**src/pm_cmd_pkg.sv**
```systemverilog
/*
 constants, register map, defaults and carrier types of the power manager command bank.
 assumes one 50 MHz clock with a synchronous active-high reset.
*/
// Function
// [RQ1] switch in continuous conduction at fixed frequency, never skipping cycles
// [RQ2] ramp low-side on-time over the first 128 switching cycles after start
// [RQ3] after 128 cycles the low-side switch is the full high-side complement
// [RQ4] pin-only control uses the on/off pin and ignores the run command
// [RQ5] on/off pin polarity comes from the on/off configuration
// [RQ6] command-only control uses the run command and ignores the pin
// [RQ7] combined control regulates only while pin and run command both ask on
// [RQ8] on/off configuration at 02h resets to 16h and is storable
// [RQ9] fault clear at 03h zeroes fault status and releases the alert line
// [RQ10] write guard at 10h gates writes; default 00h allows all
// [RQ11] save command at 11h copies storable settings into nonvolatile memory
// [RQ12] reload command at 12h copies stored settings back into operation
// [RQ13] feature report at 19h is read-only and returns b0h
// [RQ14] alert mask at 1bh keeps status bits off alert; power-good-low masked
// [RQ15] output format report at 20h is read-only and returns 17h
// [RQ16] upper clamp at 24h limits setpoint; reset 034dh or 069ah by scale
// [RQ17] lower clamp at 2bh limits setpoint; reset 00b3h or 0166h by scale
// [RQ18] slew rate at 27h resets to d03ch
// [RQ19] sense divider ratio at 29h resets to f004h and is storable
// [RQ20] start conversion at start level 35h, stop below stop level 36h
// [RQ21] overcurrent fault level at 46h resets to f854h
// [RQ22] fault actions at 41h, 45h, 47h select latch, restart or ignore; the code only stores them and never acts on them
// [RQ23] non-default write guard rejects writes to every other register
package pm_cmd_pkg;

	// command codes
	localparam logic [7:0] CMD_RUN = 8'h01;
	localparam logic [7:0] CMD_ONOFF = 8'h02;
	localparam logic [7:0] CMD_FCLR = 8'h03;
	localparam logic [7:0] CMD_GUARD = 8'h10;
	localparam logic [7:0] CMD_SAVE = 8'h11;
	localparam logic [7:0] CMD_RELOAD = 8'h12;
	localparam logic [7:0] CMD_USAVE = 8'h15;
	localparam logic [7:0] CMD_URELOAD = 8'h16;
	localparam logic [7:0] CMD_FEAT = 8'h19;
	localparam logic [7:0] CMD_AMASK = 8'h1b;
	localparam logic [7:0] CMD_OFMT = 8'h20;
	localparam logic [7:0] CMD_SETPT = 8'h21;
	localparam logic [7:0] CMD_UPPER = 8'h24;
	localparam logic [7:0] CMD_SLEW = 8'h27;
	localparam logic [7:0] CMD_SCALE = 8'h29;
	localparam logic [7:0] CMD_LOWER = 8'h2b;
	localparam logic [7:0] CMD_VSTART = 8'h35;
	localparam logic [7:0] CMD_VSTOP = 8'h36;
	localparam logic [7:0] CMD_TRIM = 8'h39;
	localparam logic [7:0] CMD_OVACT = 8'h41;
	localparam logic [7:0] CMD_UVACT = 8'h45;
	localparam logic [7:0] CMD_OCLVL = 8'h46;
	localparam logic [7:0] CMD_OCACT = 8'h47;
	localparam logic [7:0] CMD_OCWARN = 8'h4a;
	localparam logic [7:0] CMD_STATUS = 8'h78;

	// reset values
	localparam logic [7:0] RST_RUN = 8'h00;
	localparam logic [7:0] RST_ONOFF = 8'h16;
	localparam logic [7:0] RST_GUARD = 8'h00;
	localparam logic [7:0] FEAT_VAL = 8'hb0;
	localparam logic [7:0] RST_AMASK = 8'h08;
	localparam logic [7:0] OFMT_VAL = 8'h17;
	localparam logic [15:0] RST_SETPT = 16'h0133;
	localparam logic [15:0] UPPER_S1 = 16'h034d;
	localparam logic [15:0] UPPER_S05 = 16'h069a;
	localparam logic [15:0] LOWER_S1 = 16'h00b3;
	localparam logic [15:0] LOWER_S05 = 16'h0166;
	localparam logic [15:0] LOWER_S025 = 16'h02cc;
	localparam logic [15:0] RST_SLEW = 16'hd03c;
	localparam logic [15:0] SCALE_1 = 16'hf004;
	localparam logic [15:0] SCALE_05 = 16'hf002;
	localparam logic [15:0] SCALE_025 = 16'hf001;
	localparam logic [15:0] RST_VSTART = 16'hf012;
	localparam logic [15:0] RST_VSTOP = 16'hf010;
	localparam logic [15:0] RST_TRIM = 16'he000;
	localparam logic [7:0] RST_OVACT = 8'hbf;
	localparam logic [7:0] RST_UVACT = 8'hbf;
	localparam logic [15:0] RST_OCLVL = 16'hf854;
	localparam logic [7:0] RST_OCACT = 8'hff;
	localparam logic [15:0] RST_OCWARN = 16'hf84a;

	// field positions
	localparam int ONOFF_PU_BIT = 4;
	localparam int ONOFF_CMD_BIT = 3;
	localparam int ONOFF_PIN_BIT = 2;
	localparam int ONOFF_POL_BIT = 1;
	localparam int RUN_ON_BIT = 7;
	localparam int STAT_CML_BIT = 1;
	localparam int MANT_W = 11;

	// bus and switching timing
	localparam logic [6:0] DEV_ADDR = 7'h24;
	localparam int CLK_KHZ = 50000;
	localparam int SW_KHZ = 500;
	localparam int SW_PERIOD = CLK_KHZ / SW_KHZ;
	localparam int CNT_W = 7;
	localparam logic [CNT_W-1:0] SW_LAST = CNT_W'(SW_PERIOD - 1);
	localparam logic [7:0] RAMP_CYCLES = 8'd128;
	localparam int RAMP_SHIFT = 7;

	typedef struct packed {
		logic [7:0] onoff;
		logic [7:0] guard;
		logic [7:0] amask;
		logic [15:0] setpt;
		logic [15:0] scale;
		logic [15:0] vstart;
		logic [15:0] vstop;
		logic [15:0] trim;
		logic [7:0] ovact;
		logic [7:0] uvact;
		logic [15:0] oclvl;
		logic [7:0] ocact;
	} store_t;

	localparam store_t STORE_RST = '{RST_ONOFF, RST_GUARD, RST_AMASK, RST_SETPT, SCALE_1,
		RST_VSTART, RST_VSTOP, RST_TRIM, RST_OVACT, RST_UVACT, RST_OCLVL, RST_OCACT};

	typedef struct packed {
		logic valid;
		logic [7:0] cmd;
		logic [15:0] data;
	} wr_req_t;

	typedef enum logic [2:0] {
		S_IDLE = 3'b000,
		S_RECV = 3'b001,
		S_ACKO = 3'b011,
		S_SEND = 3'b010,
		S_ACKI = 3'b110,
		S_IGN = 3'b111
	} bus_st_t;

	// data bytes carried by a command: 0 none, 1 byte, 2 word
	function automatic logic [1:0] cmd_bytes(input logic [7:0] c);
		case (c)
			CMD_RUN, CMD_ONOFF, CMD_GUARD, CMD_FEAT, CMD_AMASK, CMD_OFMT,
			CMD_OVACT, CMD_UVACT, CMD_OCACT, CMD_STATUS: cmd_bytes = 2'd1;
			CMD_SETPT, CMD_UPPER, CMD_SLEW, CMD_SCALE, CMD_LOWER, CMD_VSTART,
			CMD_VSTOP, CMD_TRIM, CMD_OCLVL, CMD_OCWARN: cmd_bytes = 2'd2;
			default: cmd_bytes = 2'd0;
		endcase
	endfunction

endpackage

```
**src/power_manager_command_bank.sv**
```systemverilog
/*
 command register bank, two-wire command slave, enable logic and switching gates.
 assumes bus pins, on/off pin and fault events arrive from outside the clock domain
 except input_level_i and duty_i, which come from logic on clk_i.
*/
`timescale 1ns/1ps
module power_manager_command_bank
	import pm_cmd_pkg::*;
(
	// clock and reset
	input wire logic clk_i,
	input wire logic rst_i,
	// command bus pins
	input wire logic scl_i,
	input wire logic sda_i,
	output logic sda_o,
	output logic sda_oe_o,
	output logic alert_o,
	output logic alert_oe_o,
	// control pins and converter side
	input wire logic onoff_input_pin_i,
	input wire logic [7:0] fault_evt_i,
	input wire logic [15:0] input_level_i,
	input wire logic [CNT_W-1:0] duty_i,
	output logic regulate_o,
	output logic hs_gate_o,
	output logic ls_gate_o,
	output logic [15:0] vout_target_o
);

	logic scl_m_q, scl_s_q, scl_d_q, sda_m_q, sda_s_q, sda_d_q, pin_m_q, pin_s_q;
	logic [7:0] evt_m_q, evt_s_q;
	logic scl_rise, scl_fall, bus_start, bus_stop;
	bus_st_t st_q;
	logic [2:0] bit_q;
	logic full_q, rw_q;
	logic [7:0] sh_q, cmd_q, lo_q;
	logic [2:0] idx_q;
	logic [1:0] rd_idx_q;
	wr_req_t wr_q;
	logic exec_q;
	logic [7:0] exec_cmd_q;
	store_t cfg_q, nvm_q;
	logic [7:0] run_q, fault_q;
	logic [15:0] upper_q, lower_q, slew_q, ocwarn_q;
	logic [15:0] rd_val;
	logic wr_ok, guard_on;
	logic pin_act, en_act, vin_ok_q, reg_q;
	logic [CNT_W-1:0] cnt_q, duty_c, comp;
	logic [7:0] ramp_q;
	logic [14:0] ls_prod;
	logic [7:0] ls_allow;
	logic [CNT_W:0] ls_pos;

	// two-flop synchronisers
	always_ff @(posedge clk_i) begin
		scl_m_q <= scl_i;
		scl_s_q <= scl_m_q;
		scl_d_q <= scl_s_q;
		sda_m_q <= sda_i;
		sda_s_q <= sda_m_q;
		sda_d_q <= sda_s_q;
		pin_m_q <= onoff_input_pin_i;
		pin_s_q <= pin_m_q;
		evt_m_q <= fault_evt_i;
		evt_s_q <= evt_m_q;
	end

	assign scl_rise = scl_s_q & ~scl_d_q;
	assign scl_fall = ~scl_s_q & scl_d_q;
	assign bus_start = scl_s_q & scl_d_q & sda_d_q & ~sda_s_q;
	assign bus_stop = scl_s_q & scl_d_q & ~sda_d_q & sda_s_q;

	// bus engine
	always_ff @(posedge clk_i) begin
		if (rst_i) begin
			st_q <= S_IDLE;
			bit_q <= 3'd0;
			full_q <= 1'b0;
			rw_q <= 1'b0;
			sh_q <= 8'h00;
			cmd_q <= 8'h00;
			lo_q <= 8'h00;
			idx_q <= 3'd0;
			rd_idx_q <= 2'd0;
			sda_oe_o <= 1'b0;
			wr_q <= '0;
			exec_q <= 1'b0;
			exec_cmd_q <= 8'h00;
		end else begin
			wr_q.valid <= 1'b0;
			exec_q <= 1'b0;
			if (bus_stop) begin
				if (st_q != S_IGN && idx_q == 3'd2 && !rw_q && cmd_bytes(cmd_q) == 2'd0) begin
					exec_q <= 1'b1;
					exec_cmd_q <= cmd_q;
				end
				st_q <= S_IDLE;
				sda_oe_o <= 1'b0;
			end else if (bus_start) begin
				st_q <= S_RECV;
				bit_q <= 3'd0;
				full_q <= 1'b0;
				idx_q <= 3'd0;
				sda_oe_o <= 1'b0;
			end else begin
				case (st_q)
					S_RECV: begin
						if (scl_rise && !full_q) begin
							sh_q <= {sh_q[6:0], sda_s_q};
							bit_q <= bit_q + 3'd1;
							if (bit_q == 3'd7)
								full_q <= 1'b1;
						end else if (scl_fall && full_q) begin
							full_q <= 1'b0;
							if (idx_q == 3'd0) begin
								if (sh_q[7:1] == DEV_ADDR) begin
									rw_q <= sh_q[0];
									st_q <= S_ACKO;
									sda_oe_o <= 1'b1;
								end else begin
									st_q <= S_IGN;
								end
							end else begin
								st_q <= S_ACKO;
								sda_oe_o <= 1'b1;
								if (idx_q == 3'd1)
									cmd_q <= sh_q;
								else if (idx_q == 3'd2)
									lo_q <= sh_q;
								if (idx_q == 3'd2 && cmd_bytes(cmd_q) == 2'd1)
									wr_q <= '{1'b1, cmd_q, {8'h00, sh_q}};
								if (idx_q == 3'd3 && cmd_bytes(cmd_q) == 2'd2)
									wr_q <= '{1'b1, cmd_q, {sh_q, lo_q}};
							end
							if (idx_q != 3'd7)
								idx_q <= idx_q + 3'd1;
						end
					end
					S_ACKO: begin
						if (scl_fall) begin
							bit_q <= 3'd0;
							if (rw_q && idx_q == 3'd1) begin
								st_q <= S_SEND;
								sh_q <= rd_val[7:0];
								rd_idx_q <= 2'd1;
								sda_oe_o <= ~rd_val[7];
							end else begin
								st_q <= S_RECV;
								sda_oe_o <= 1'b0;
							end
						end
					end
					S_SEND: begin
						if (scl_fall) begin
							if (bit_q == 3'd7) begin
								st_q <= S_ACKI;
								sda_oe_o <= 1'b0;
							end else begin
								sh_q <= {sh_q[6:0], 1'b0};
								bit_q <= bit_q + 3'd1;
								sda_oe_o <= ~sh_q[6];
							end
						end
					end
					S_ACKI: begin
						if (scl_rise && sda_s_q) begin
							st_q <= S_IGN;
						end else if (scl_fall) begin
							st_q <= S_SEND;
							bit_q <= 3'd0;
							if (rd_idx_q == 2'd1) begin
								sh_q <= rd_val[15:8];
								sda_oe_o <= ~rd_val[15];
								rd_idx_q <= 2'd2;
							end else begin
								sh_q <= 8'h00;
								sda_oe_o <= 1'b1;
							end
						end
					end
					S_IDLE, S_IGN: begin
						sda_oe_o <= 1'b0;
					end
					default: begin
						st_q <= S_IDLE;
						sda_oe_o <= 1'b0;
					end
				endcase
			end
		end
	end

	always_ff @(posedge clk_i) begin
		sda_o <= 1'b0;
	end

	// write acceptance
	assign guard_on = cfg_q.guard != RST_GUARD;
	// [RQ23] guard blocks writes
	assign wr_ok = !guard_on || wr_q.cmd == CMD_GUARD;

	// read multiplexer
	always_comb begin
		case (cmd_q)
			CMD_RUN: rd_val = {8'h00, run_q};
			CMD_ONOFF: rd_val = {8'h00, cfg_q.onoff};
			CMD_GUARD: rd_val = {8'h00, cfg_q.guard};
			// [RQ13] fixed feature value
			CMD_FEAT: rd_val = {8'h00, FEAT_VAL};
			CMD_AMASK: rd_val = {8'h00, cfg_q.amask};
			// [RQ15] fixed format value
			CMD_OFMT: rd_val = {8'h00, OFMT_VAL};
			CMD_SETPT: rd_val = cfg_q.setpt;
			CMD_UPPER: rd_val = upper_q;
			CMD_SLEW: rd_val = slew_q;
			CMD_SCALE: rd_val = cfg_q.scale;
			CMD_LOWER: rd_val = lower_q;
			CMD_VSTART: rd_val = cfg_q.vstart;
			CMD_VSTOP: rd_val = cfg_q.vstop;
			CMD_TRIM: rd_val = cfg_q.trim;
			CMD_OVACT: rd_val = {8'h00, cfg_q.ovact};
			CMD_UVACT: rd_val = {8'h00, cfg_q.uvact};
			CMD_OCLVL: rd_val = cfg_q.oclvl;
			CMD_OCACT: rd_val = {8'h00, cfg_q.ocact};
			CMD_OCWARN: rd_val = ocwarn_q;
			CMD_STATUS: rd_val = {8'h00, fault_q};
			default: rd_val = 16'h0000;
		endcase
	end

	// storable settings
	always_ff @(posedge clk_i) begin
		if (rst_i) begin
			// [RQ8] [RQ19] storable reset values
			cfg_q <= STORE_RST;
		end else if (exec_q && !guard_on &&
			(exec_cmd_q == CMD_RELOAD || exec_cmd_q == CMD_URELOAD)) begin
			// [RQ12] reload from memory
			cfg_q <= nvm_q;
		end else if (wr_q.valid && wr_ok) begin
			case (wr_q.cmd)
				CMD_ONOFF: cfg_q.onoff <= wr_q.data[7:0];
				// [RQ10] guard register write
				CMD_GUARD: cfg_q.guard <= wr_q.data[7:0];
				// [RQ14] mask write
				CMD_AMASK: cfg_q.amask <= wr_q.data[7:0];
				CMD_SETPT: cfg_q.setpt <= wr_q.data;
				CMD_SCALE: cfg_q.scale <= wr_q.data;
				CMD_VSTART: cfg_q.vstart <= wr_q.data;
				CMD_VSTOP: cfg_q.vstop <= wr_q.data;
				CMD_TRIM: cfg_q.trim <= wr_q.data;
				// [RQ22] fault actions
				CMD_OVACT: cfg_q.ovact <= wr_q.data[7:0];
				CMD_UVACT: cfg_q.uvact <= wr_q.data[7:0];
				// [RQ21] overcurrent level
				CMD_OCLVL: cfg_q.oclvl <= wr_q.data;
				CMD_OCACT: cfg_q.ocact <= wr_q.data[7:0];
				default: cfg_q <= cfg_q;
			endcase
		end
	end

	// nonvolatile copy
	always_ff @(posedge clk_i) begin
		if (rst_i) begin
			nvm_q <= STORE_RST;
		end else if (exec_q && !guard_on &&
			(exec_cmd_q == CMD_SAVE || exec_cmd_q == CMD_USAVE)) begin
			// [RQ11] save to memory
			nvm_q <= cfg_q;
		end
	end

	// volatile settings
	always_ff @(posedge clk_i) begin
		if (rst_i) begin
			run_q <= RST_RUN;
			// [RQ16] [RQ17] [RQ18] volatile reset values
			upper_q <= UPPER_S1;
			lower_q <= LOWER_S1;
			slew_q <= RST_SLEW;
			ocwarn_q <= RST_OCWARN;
		end else if (exec_q && !guard_on &&
			(exec_cmd_q == CMD_RELOAD || exec_cmd_q == CMD_URELOAD)) begin
			// [RQ16] [RQ17] lower clamp follows scale; upper clamp follows at scales 1 and 0.5 only and keeps its value at 0.25
			if (nvm_q.scale == SCALE_05) begin
				upper_q <= UPPER_S05;
				lower_q <= LOWER_S05;
			end else if (nvm_q.scale == SCALE_025) begin
				lower_q <= LOWER_S025;
			end else begin
				upper_q <= UPPER_S1;
				lower_q <= LOWER_S1;
			end
		end else if (wr_q.valid && wr_ok) begin
			case (wr_q.cmd)
				CMD_RUN: run_q <= wr_q.data[7:0];
				CMD_UPPER: upper_q <= wr_q.data;
				CMD_LOWER: lower_q <= wr_q.data;
				CMD_SLEW: slew_q <= wr_q.data;
				CMD_OCWARN: ocwarn_q <= wr_q.data;
				default: run_q <= run_q;
			endcase
		end
	end

	// fault status and alert
	always_ff @(posedge clk_i) begin
		if (rst_i) begin
			fault_q <= 8'h00;
			alert_oe_o <= 1'b0;
			alert_o <= 1'b0;
		end else begin
			// [RQ9] clear, set wins
			fault_q <= ((exec_q && exec_cmd_q == CMD_FCLR) ? 8'h00 : fault_q) | evt_s_q |
				((wr_q.valid && !wr_ok) ? 8'(1 << STAT_CML_BIT) : 8'h00);
			// [RQ14] masked alert
			alert_oe_o <= |(fault_q & ~cfg_q.amask);
			alert_o <= 1'b0;
		end
	end

	// enable source selection
	// [RQ5] pin polarity
	assign pin_act = cfg_q.onoff[ONOFF_POL_BIT] ? pin_s_q : ~pin_s_q;
	always_comb begin
		case ({cfg_q.onoff[ONOFF_PU_BIT], cfg_q.onoff[ONOFF_CMD_BIT], cfg_q.onoff[ONOFF_PIN_BIT]})
			// [RQ4] pin only
			3'b101: en_act = pin_act;
			// [RQ6] command only
			3'b110: en_act = run_q[RUN_ON_BIT];
			// [RQ7] both required
			3'b111: en_act = pin_act & run_q[RUN_ON_BIT];
			3'b100: en_act = 1'b0;
			default: en_act = 1'b1;
		endcase
	end

	// input level window and regulation
	always_ff @(posedge clk_i) begin
		if (rst_i) begin
			vin_ok_q <= 1'b0;
			reg_q <= 1'b0;
			regulate_o <= 1'b0;
			vout_target_o <= RST_SETPT;
		end else begin
			// [RQ20] start and stop thresholds
			if (input_level_i[MANT_W-1:0] >= cfg_q.vstart[MANT_W-1:0])
				vin_ok_q <= 1'b1;
			else if (input_level_i[MANT_W-1:0] < cfg_q.vstop[MANT_W-1:0])
				vin_ok_q <= 1'b0;
			reg_q <= vin_ok_q & en_act;
			regulate_o <= vin_ok_q & en_act;
			// [RQ16] [RQ17] setpoint clamp
			if (cfg_q.setpt > upper_q)
				vout_target_o <= upper_q;
			else if (cfg_q.setpt < lower_q)
				vout_target_o <= lower_q;
			else
				vout_target_o <= cfg_q.setpt;
		end
	end

	// switching gates
	assign duty_c = (duty_i > SW_LAST) ? SW_LAST : duty_i;
	assign comp = SW_LAST - duty_c + CNT_W'(1);
	assign ls_prod = 15'(comp) * 15'(ramp_q);
	// [RQ2] [RQ3] ramped or full complement
	assign ls_allow = (ramp_q >= RAMP_CYCLES) ? 8'(comp) : ls_prod[RAMP_SHIFT +: 8];
	assign ls_pos = {1'b0, cnt_q} - {1'b0, duty_c};

	always_ff @(posedge clk_i) begin
		if (rst_i || !reg_q) begin
			cnt_q <= '0;
			ramp_q <= 8'h00;
			hs_gate_o <= 1'b0;
			ls_gate_o <= 1'b0;
		end else begin
			// [RQ1] fixed period every cycle
			cnt_q <= (cnt_q == SW_LAST) ? '0 : cnt_q + CNT_W'(1);
			// [RQ2] count first cycles
			if (cnt_q == SW_LAST && ramp_q < RAMP_CYCLES)
				ramp_q <= ramp_q + 8'd1;
			hs_gate_o <= cnt_q < duty_c;
			ls_gate_o <= (cnt_q >= duty_c) && (8'(ls_pos) < ls_allow);
		end
	end

endmodule

```
**config.mk**
```make
export PLATFORM = sky130hd
export DESIGN_NAME = power_manager_command_bank
export DESIGN_NICKNAME = d
export VERILOG_FILES = /design/src/pm_cmd_pkg.sv /design/src/power_manager_command_bank.sv
export SDC_FILE = /design/constraint.sdc
export NUM_CORES = 1
export LEC_CHECK = 0
export ABC_AREA = 1
export BUFFER_PORTS_ARGS = -buffer_cell sky130_fd_sc_hd__buf_2
export CORE_MARGIN = 5
export CORE_UTILIZATION = 40
export CTS_CLUSTER_DIAMETER = 60
export CTS_CLUSTER_SIZE = 24
export DETAILED_ROUTE_END_ITERATION = 10
export PLACE_DENSITY = 0.55
export REMOVE_ABC_BUFFERS = 1
export SLEW_MARGIN = 20
export SYNTH_ARGS = -nofsm -noshare
export SYNTH_HDL_FRONTEND = slang
export SYNTH_SLANG_ARGS = --single-unit
```
**constraint.sdc**
```tcl
create_clock -name clk_i -period 8.92 [get_ports clk_i]
set_clock_uncertainty 0.1 [all_clocks]
set_input_delay 2.676 -clock clk_i [delete_from_list [all_inputs] [get_ports clk_i]]
set_output_delay 2.676 -clock clk_i [all_outputs]
set_load 0.01 [all_outputs]
```
# Word-level counts from Yosys, hierarchy flattened
# Cells that the tools add are included.
[totals]
reg_bits = 500
input_bits = 36
output_inout_bits = 23
elab_cells = 399
[classes]
n_addsub = 7
n_mul = 1
order_cmp = 10
eq_ne = 90
muxes = 104
n_bitwise = 30
reduce_logical = 93
[ops]
columns = ["operator", "count"]
rows = [
  ["$pmux 16 s20", 1],
  ["$mux 144", 2],
  ["$mux 16", 16],
  ["$eq 8x6->1 const B", 17],
  ["$mux 8", 16],
  ["$eq 8x7->1 const B", 11],
  ["$eq 8x5->1 const B", 9],
  ["$mux 3", 20],
  ["$mux 25", 2],
  ["$reduce_and 7->1", 6],
  ["$reduce_bool 2->1", 21],
  ["$ne 3x3->1 const B", 13],
  ["$eq 16x16->1 const B", 2],
  ["$mux 2", 16],
  ["$pmux 8 s4", 1],
  ["$reduce_and 2->1", 14],
  ["$ne 2x2->1 const B", 13],
  ["$eq 8x2->1 const B", 3],
  ["$eq 3x3->1 const B", 7],
  ["$mux 1", 21],
  ["$mux 10", 2],
  ["$reduce_or 10->1", 2],
  ["$logic_and 1x1->1", 17],
  ["$not 1->1", 17],
  ["other kinds (53)", 86],
]

# Depth between registers and ports, before layout
# Gate-level depths: netlist of run 1.
[logic_depth]
ltp_word = 14
ltp_mapped = 40
ltp_nobuf = 40

# Worst setup path before layout of run 1
# OpenSTA, ideal clock, no wires.
[synth_timing]
kind = "input -> register"
start = "input duty_i[5]"
end = "register ls_gate_o"
setup_ns = 0.070
t_arrival_ns = 8.049
t_required_ns = 8.750
path_slack_ns = 0.701
cell_stages = 31
path_buffers = 0
cell_sequence = "nand2_1 > inv_1 > a21oi_1 > a21oi_1 > nand3b_1 > xor2_1 > inv_1 > nand2_1 > fa_1 > fa_1 > inv_1 > fa_1 > inv_1 > fa_1 > inv_1 > ha_1 > a21oi_1 > o21ai_0 > o21bai_1 > nand2_1 > nand2_1 > nand2_1 > nand2_1 > nand2_1 > nand2_1 > or2_2 > a21oi_1 > ha_1 > nand3_1 > nand4_1 > a21oi_1"
[synth_between]
elab_chain_len = 8
word_cells_on_any_way = 10
cone_classes = "add/sub (3); mul (1); order compare (3); mux (2); reduce/logical (1)"
[synth_rtl]
columns = ["item", "line_no", "rtl"]
rows = [
  ["from (decl)", "power_manager_command_bank.sv:24", "input wire logic [CNT_W-1:0] duty_i,"],
  ["$gt 7x7->1", "power_manager_command_bank.sv:366", "assign duty_c = (duty_i > SW_LAST) ? SW_LAST : duty_i;"],
  ["$mux 7 (*)", "power_manager_command_bank.sv:366", ""],
  ["$sub 7x7->7", "power_manager_command_bank.sv:367", "assign comp = SW_LAST - duty_c + CNT_W'(1);"],
  ["$add 7x1->7", "power_manager_command_bank.sv:367", ""],
  ["$mul 7x8->15", "power_manager_command_bank.sv:368", "assign ls_prod = 15'(comp) * 15'(ramp_q);"],
  ["$mux 8", "power_manager_command_bank.sv:370", "assign ls_allow = (ramp_q >= RAMP_CYCLES) ? 8'(comp) : ls_prod[RAMP_SHIFT +: 8];"],
  ["$lt 8x8->1", "power_manager_command_bank.sv:386", "ls_gate_o <= (cnt_q >= duty_c) && (8'(ls_pos) < ls_allow);"],
  ["$logic_and 1x1->1 (*)", "power_manager_command_bank.sv:386", ""],
  ["to (signal assigned)", "power_manager_command_bank.sv:386", ""],
  ["to (decl)", "power_manager_command_bank.sv:27", "output logic ls_gate_o,"],
]
# Mark *: on every way between the ends. The rest lies on a longest branch, timed or not.
# A chain may end at the register's enable or synchronous reset.

# Worst setup path in the final report of run 1
# Ends and elaborated chain as after synthesis.

==> results by group, run 1 <==
Synth
  • Post-Synthesis Cells: 3,288
  • Async SR Flop Fraction: 0%
  • Syn avg cell area: 7.43 µm²
  • Dominant synthesized flop cell: dfxtp_1
  • Top cell type's share of synthesized area: 41.0%
  • Top post-synthesis cells by area: dfxtp_1 41%, nand2_1 11%, a21oi_1 7.9%
  • Post-synthesis adder-cell area fraction: 7.96%
  • Synth Area in Simple Gates: 20.6%
  • Synth cell count leaders: 719 x nand2_1, 500 x dfxtp_1, 385 x a21oi_1
  • Synth Area in XOR/XNOR: 0.466%
  • Largest family of logic cells by synthesized area: compound AO/OA/AOI/OAI gates
  • Count leader, synth: nand2_1
  • Yosys warns: 0
  • EDFF count, synth: 0
  • Register area share after synthesis: 41.0%
  • #FFs+latches synth: 500
  • Post-Syn Area: 24,400 µm²
  • Multiplexer share of the synthesized area: 0%
  • Cell variety after synth: 55
  • Synth Area in Compound Gates: 21.0%
  • Cell accounting for the most synthesized area: dfxtp_1

STA
  • Final min period: 8.24 ns
  • Slew Viols, Final: 0
  • Period utilization: 92.3%
  • Slew @ Worst Pin: 1.19 ns
  • F_max: 0.121 GHz
  • Setup_tns: 0 ns
  • Endpoints failing hold: 0
  • Slew headroom: 20.4%
  • RSZ-0062 raised after global routing: false
  • Final setup violation count: 0

Worst setup path
  • Worst setup startpoint: duty_i[5]
  • R2R Path Start: ramp_q[3]
  • CP Capture Type: flop
  • Buf/Inv on CP: 6
  • Cells on worst reg2reg path: 25
  • FF-to-FF setup slack: 3.47 ns
  • CP Capture Point: ls_gate_o
  • CP max-delay cell: fa_1
  • Worst Path Required: 9.32 ns
  • Kind of start point of the critical path: input pin
  • R2R Path End: ls_gate_o
  • Critical path arrival: 8.64 ns
  • Largest stage delay, worst path: 0.55 ns
  • Most frequent cell on the critical path: nand2_1
  • Setup CP Type: input pin to flop
  • Critical path depth in cells: 32
  • Max FO, Critical Path: 4
  • CP top delay family: adder cells

Routing
  • Vias: 23,000
  • Total wire length: 86,800 µm
  • First-iteration detailed-routing DRC count: 2,639
  • Met2 WL: 39,500 µm
  • Antenna Violating Nets Remaining: 0
  • Top sig layer: met5
  • DR pass1 iterations: 8
  • Vias/cell: 5.64
  • Avg WL per Cell: 21.3 µm
  • Wire length on met3: 6460 µm
  • Wl on met1: 37,200 µm
  • Final routed DRC violation total: 0

Clocking
  • Clock tree buffer depth: 3
  • Setup Fix Bufs, Post-CTS: 0
  • CTS clk-pin slew, worst paths: 0.09 ns
  • Root buf cell: clkbuf_16
  • H-tree depth: 2
  • Resize count post-CTS: 0
  • Hold buffers post-CTS: 0
  • Sinks on Clock Net: 500
  • CTS tree: yes
  • CTS buffer count: 42
  • Clk Latency, worst-skew pair: 0.60 ns

Floorplan
  • Core Footprint: 60,500 µm²
  • FP Rows: 90
  • Ports: 59
  • Die H: 257 µm
  • Initial Utilization: 40.4%
  • Die Wd: 257 µm
  • Die area: 66,100 µm²

Power
  • PD cells: 168 nW/µm²
  • Seq pwr share: 50.3%
  • Combinational power share: 3.9%
  • Pwr Total: 4.50 mW
  • Clk pwr share: 45.8%
  • Max VDD drop: 0.136 mV
  • P_leak: 11.4 nW
  • Switching power: 1.16 mW
  • Pint: 3.34 mW
  • Fraction of power spent switching nets: 25.8%

Placement
  • Final Wtd Congestion: 0.968
  • Detailed placement HPWL: 61,400 µm
  • Buffers on Ports: 51
  • Placed cell count: 4,007
  • Placement Cell Area: 25,300 µm²

GRT
  • Largest net degree at the start of global routing: 156
  • Gr usage total: 25.3%
  • GR Overflow Total: 0
  • First-pass GRT wire length: 132,000 µm
  • Initial antenna violation count: 1
  • Vias in the first global route: 21,700

Status
  • Outcome: finished clean

Finish
  • Post-Layout Cell Count: 4,084
  • Fill cells: 6,142
  • Ratio of cells with drive above 1 in the final layout: 7.72%
  • Util after Layout: 44.4%
  • Layout Nets: 3,443
  • Post-Layout Inst Area: 26,900 µm²
  • Layout area overhead: 9.96%

Hold path
  • Hold path depth: 0
  • Hold Crit Class: flop to flop

Run
  • Max-cap violations: 0
[area by class of cell]
type	count	area (µm²)	area share [%]
diodes	1	2.50	0.00932
clock buffers	46	1120	4.16
clock inverters	30	423	1.57
inverters	412	1550	5.78
multi-input cells	2230	12300	45.7
flip-flops and latches	500	10000	37.3
well taps	782	978	3.64
repair buffers	83	514	1.91
[placed cells by master, fill, tap and decap left out, types with 5 or more instances in the layout]
cell type / netlist / final
nand2_1: 719 / 719
dfxtp_1: 500 / 500
a21oi_1: 385 / 385
inv_1: 379 / 378
o21ai_0: 265 / 265
nor2_1: 200 / 200
nand3_1: 136 / 134
ha_1: 109 / 109
o211ai_1: 67 / 67
buf_2: 33 / 50
clkbuf_16: 0 / 43
nor3_1: 38 / 38
inv_2: 31 / 31
buf_4: 4 / 31
o221ai_1: 30 / 30
fa_1: 29 / 29
a221oi_1: 22 / 22
a31oi_1: 21 / 21
o22ai_1: 21 / 21
nand4_1: 20 / 20
o2111ai_1: 20 / 20
a211oi_1: 17 / 17
o21ai_1: 16 / 16
nor4_1: 14 / 14
nand2_2: 13 / 13
nor3_2: 10 / 10
clkinv_8: 0 / 9
xor2_1: 8 / 8
nor2_2: 8 / 8
nand3_2: 8 / 8
inv_8: 0 / 7
or2_2: 6 / 6
inv_6: 0 / 6
a22o_1: 6 / 6
o31ai_2: 6 / 6
xnor2_1: 5 / 5
[flip-flops by register name (all words and copies together), names as in the netlist, 16 cells and up]
name           cells
ocwarn_q          16
vout_target_o     16
lower_q           16
cfg_q            144
upper_q           16
wr_q              25
nvm_q            144
slew_q            16
[routing by layer]
metal / GRT usage, % / up-vias
met4: 9.36 / 2
met2: 40.9 / 845
li1: - / 11000
met5: 0 / -
met3: 4.16 / 196
met1: 34.2 / 11000
[power by group through the flow]
stage	Clock [mW]	Combinational [mW]	Sequential, mW
2_1_floorplan	0	0.105	2.31
3_3_place_gp	0	0.174	2.32
3_5_place_dp	0	0.176	2.32
4_1_cts	2.11	0.177	2.26
5_1_grt	2.19	0.200	2.27
6_report	2.06	0.177	2.27
[through the flow]
step,setup slack (ns),hold WS (ns)
global route,0.143,0.210
detailed placement,0.138,0.212
floorplan,0.701,0.210
CTS,0.711,0.212
global placement,0.232,0.210
finish,0.684,0.209
[worst min-delay path by stage]
| stage | from | end | slack (ns) |
|---|---|---|---|
| detailed placement | evt_m_q[1] | evt_s_q[1] | 0.21 |
| finish | pin_m_q | pin_s_q | 0.21 |
| global route | pin_m_q | pin_s_q | 0.21 |
| global placement | evt_m_q[4] | evt_s_q[4] | 0.21 |
| floorplan | evt_m_q[0] | evt_s_q[0] | 0.21 |
| CTS | pin_m_q | pin_s_q | 0.21 |
[logic make-up (layout without fill, tap and decap cells)]
| group | count (synthesis) | after routing |
|---|---|---|
| adders and majority gates | 138 | 138 |
| and+or+nand+nor | 1184 | 1184 |
| xor gates and xnor gates | 13 | 13 |
| AOI/OAI and AO/OA | 893 | 893 |
| buffers and inverters | 559 | 571 |
| other | 1 | 3 |
| DFF | 500 | 500 |
No activity file was read; power rests on OpenSTA's default activity.
==> inputs of run 2 (changes only) <==
--- a/config.mk
+++ b/config.mk
@@ -5,16 +5,16 @@
 export SDC_FILE = /design/constraint.sdc
 export NUM_CORES = 1
 export LEC_CHECK = 0
-export ABC_AREA = 1
 export BUFFER_PORTS_ARGS = -buffer_cell sky130_fd_sc_hd__buf_2
 export CORE_MARGIN = 5
-export CORE_UTILIZATION = 40
+export CORE_UTILIZATION = 30
 export CTS_CLUSTER_DIAMETER = 60
 export CTS_CLUSTER_SIZE = 24
 export DETAILED_ROUTE_END_ITERATION = 10
-export PLACE_DENSITY = 0.55
+export PLACE_DENSITY = 0.44
 export REMOVE_ABC_BUFFERS = 1
 export SLEW_MARGIN = 20
 export SYNTH_ARGS = -nofsm -noshare
 export SYNTH_HDL_FRONTEND = slang
 export SYNTH_SLANG_ARGS = --single-unit
+export TNS_END_PERCENT = 30
==> results by group, run 2 <==
Clocking
  • CTS buffer count: 46
  • H-tree depth: 2
  • Root buf cell: clkbuf_16
  • Sinks on Clock Net: 500
  • Clock tree buffer depth: 3
  • Hold buffers post-CTS: 0
  • Clk Latency, worst-skew pair: 0.63 ns
  • CTS clk-pin slew, worst paths: 0.07 ns
  • CTS tree: yes

Finish
  • Layout area overhead: 12.9%
  • Layout Nets: 3,075
  • Most frequent cells in the layout: 500 x dfxtp_1, 433 x nor2_1, 238 x nand2_1, 228 x mux2i_1, 202 x a21oi_1
  • Ratio of cells with drive above 1 in the final layout: 12.0%
  • Top Registers: cfg_q x144, nvm_q x144, wr_q x25
  • Most common cell after layout, fill and taps aside: dfxtp_1
  • Post-Layout Cell Count: 4,072
  • Ant. Diodes: 0

Worst setup path
  • Critical path arrival: 9.07 ns
  • Setup CP Type: input pin to flop
  • Most frequent cell on the critical path: fa_1
  • Worst setup startpoint: duty_i[2]
  • FF-to-FF setup slack: 3.14 ns
  • CP max-delay cell: fa_1
  • CP Capture Type: flop
  • CP top delay family: adder cells
  • R2R Path End: ls_gate_o
  • Cells on worst reg2reg path: 19
  • Kind of start point of the critical path: input pin
  • CP Capture Point: ls_gate_o
  • Critical path depth in cells: 30
  • Largest stage delay, worst path: 0.52 ns
  • Max FO, Critical Path: 4
  • Worst Path Required: 9.36 ns
  • Buf/Inv on CP: 7
  • R2R Path Start: ramp_q[2]

GRT
  • First-pass GRT wire length: 134,000 µm
  • Vias in the first global route: 20,900
  • Gr usage total: 18.9%
  • Largest net degree at the start of global routing: 196
  • GR Layer Usage met2: 30.5%
  • GR Overflow Total: 0
  • Initial antenna violation count: 1
  • Routing usage on met1: 26.7%
  • Met3 Usage GRT: 2.51%
  • Busiest layer in global routing: met2

Routing
  • Vias/cell: 5.28
  • First-iteration detailed-routing DRC count: 1,723
  • Total wire length: 88,000 µm
  • Final routed DRC violation total: 0
  • DR pass1 iterations: 5
  • Vias: 21,500
  • Avg WL per Cell: 21.6 µm
  • Antenna Violating Nets Remaining: 0

Synth
  • Async SR Flop Fraction: 0%
  • Register area share after synthesis: 39.4%
  • Count leader, synth: dfxtp_1
  • Dominant synthesized flop cell: dfxtp_1
  • Synth cell count leaders: 500 x dfxtp_1, 437 x nor2_1, 239 x nand2_1
  • Post-Syn Area: 25,400 µm²
  • Cell accounting for the most synthesized area: dfxtp_1
  • Syn avg cell area: 8.67 µm²
  • Yosys warns: 0
  • Cell variety after synth: 86
  • #FFs+latches synth: 500
  • Top cell type's share of synthesized area: 39.4%
  • Post-Synthesis Cells: 2,933
  • Top post-synthesis cells by area: dfxtp_1 39%, mux2i_1 9.0%, nor2_1 6.5%
  • EDFF count, synth: 0

Floorplan
  • FP Rows: 106
  • Die Wd: 301 µm
  • Ports: 59
  • Core Footprint: 83,800 µm²
  • Die area: 90,700 µm²
  • Initial Utilization: 30.3%
  • Die H: 301 µm

STA
  • Period utilization: 96.7%
  • Slew headroom: 20.5%
  • Slew Viols, Final: 0
  • Final setup violation count: 0
  • Setup ws final: 0.293 ns
  • F_max: 0.116 GHz
  • Slew @ Worst Pin: 1.19 ns
  • Final min period: 8.63 ns
  • Endpoints failing hold: 0

Placement
  • Final Wtd Congestion: 0.863
  • Place WS: -0.768 ns
  • Placed cell count: 3,980
  • Buffers on Ports: 51
  • Detailed placement HPWL: 58,400 µm

Power
  • Max VDD drop: 0.144 mV
  • P_leak: 10.5 nW
  • PD cells: 158 nW/µm²

Hold path
  • Hold Crit Class: flop to flop

Run
  • Max-cap violations: 0

Status
  • Outcome: finished clean
==> run 2: area by class of cell <==
cell class / count / area [µm²]
Clock buffer: 55 / 1220
Sequential cell: 500 / 10000
Fill cell: 8710 / 55100
Tap cell: 1134 / 1420
Multi-Input combinational cell: 2106 / 14300
Inverter: 109 / 409
Clock inverter: 30 / 400
Timing Repair Buffer: 138 / 960
==> run 2: metal layers <==
layer,vias up,wire [µm]
met5,-,0
met4,0,2220
met3,120,4290
met2,538,40000
met1,10600,41500
li1,10200,-
==> run 2: cell families after synthesis <==
logic type      share of synthesized area [%]
simple gates                             19.6
compound gates                           17.9
flops                                    39.4
buf+inv                                  5.28
mux                                      9.29
fa+ha+maj                                7.65
xor+xnor                                0.930
other cells                            0.0147
==> run 2: how the worst min path moves through the flow <==
stage / start / endpoint / slack (ns) / depth (start not counted)
6_report: sda_m_q / sda_s_q / 0.23 / 0
5_1_grt: evt_m_q[4] / evt_s_q[4] / 0.24 / 0
4_1_cts: sda_m_q / sda_s_q / 0.23 / 0
3_5_place_dp: evt_m_q[3] / evt_s_q[3] / 0.21 / 0
3_3_place_gp: evt_m_q[7] / evt_s_q[7] / 0.21 / 0
2_1_floorplan: evt_m_q[0] / evt_s_q[0] / 0.21 / 0
==> run 2: per-stage QoR <==
| step | TNS (ns) | power, mW | util [%] | hold slack (ns) | cell area [µm²] |
|---|---|---|---|---|---|
| 6_report | 0 | 4.53 | 34.2 | 0.230 | 28700 |
| 5_1_grt | -0.0243 | 4.70 | 34.2 | 0.241 | 28700 |
| 4_1_cts | 0 | 4.59 | 34.1 | 0.232 | 28600 |
| 3_5_place_dp | -0.768 | 2.44 | 32.1 | 0.212 | 26900 |
| 3_3_place_gp | -0.812 | 2.44 | 32.1 | 0.210 | 26900 |
| 2_1_floorplan | -76.11 | 2.36 | - | 0.210 | 24500 |
==> run 2: what timing repair did <==
action,CTS,global route
gates resized for setup,5,23
setup buffers,3,5
endpoints found under the hold margin,0,0
pin swaps,5,23
endpoints found under the setup margin,1,1
gates cloned,0,0
==> run 2: where the power goes <==
group | switching [mW] | internal [mW]
clock | 1.04 | 1.10
combinational | 0.0832 | 0.0529
sequential | 0.0131 | 2.24
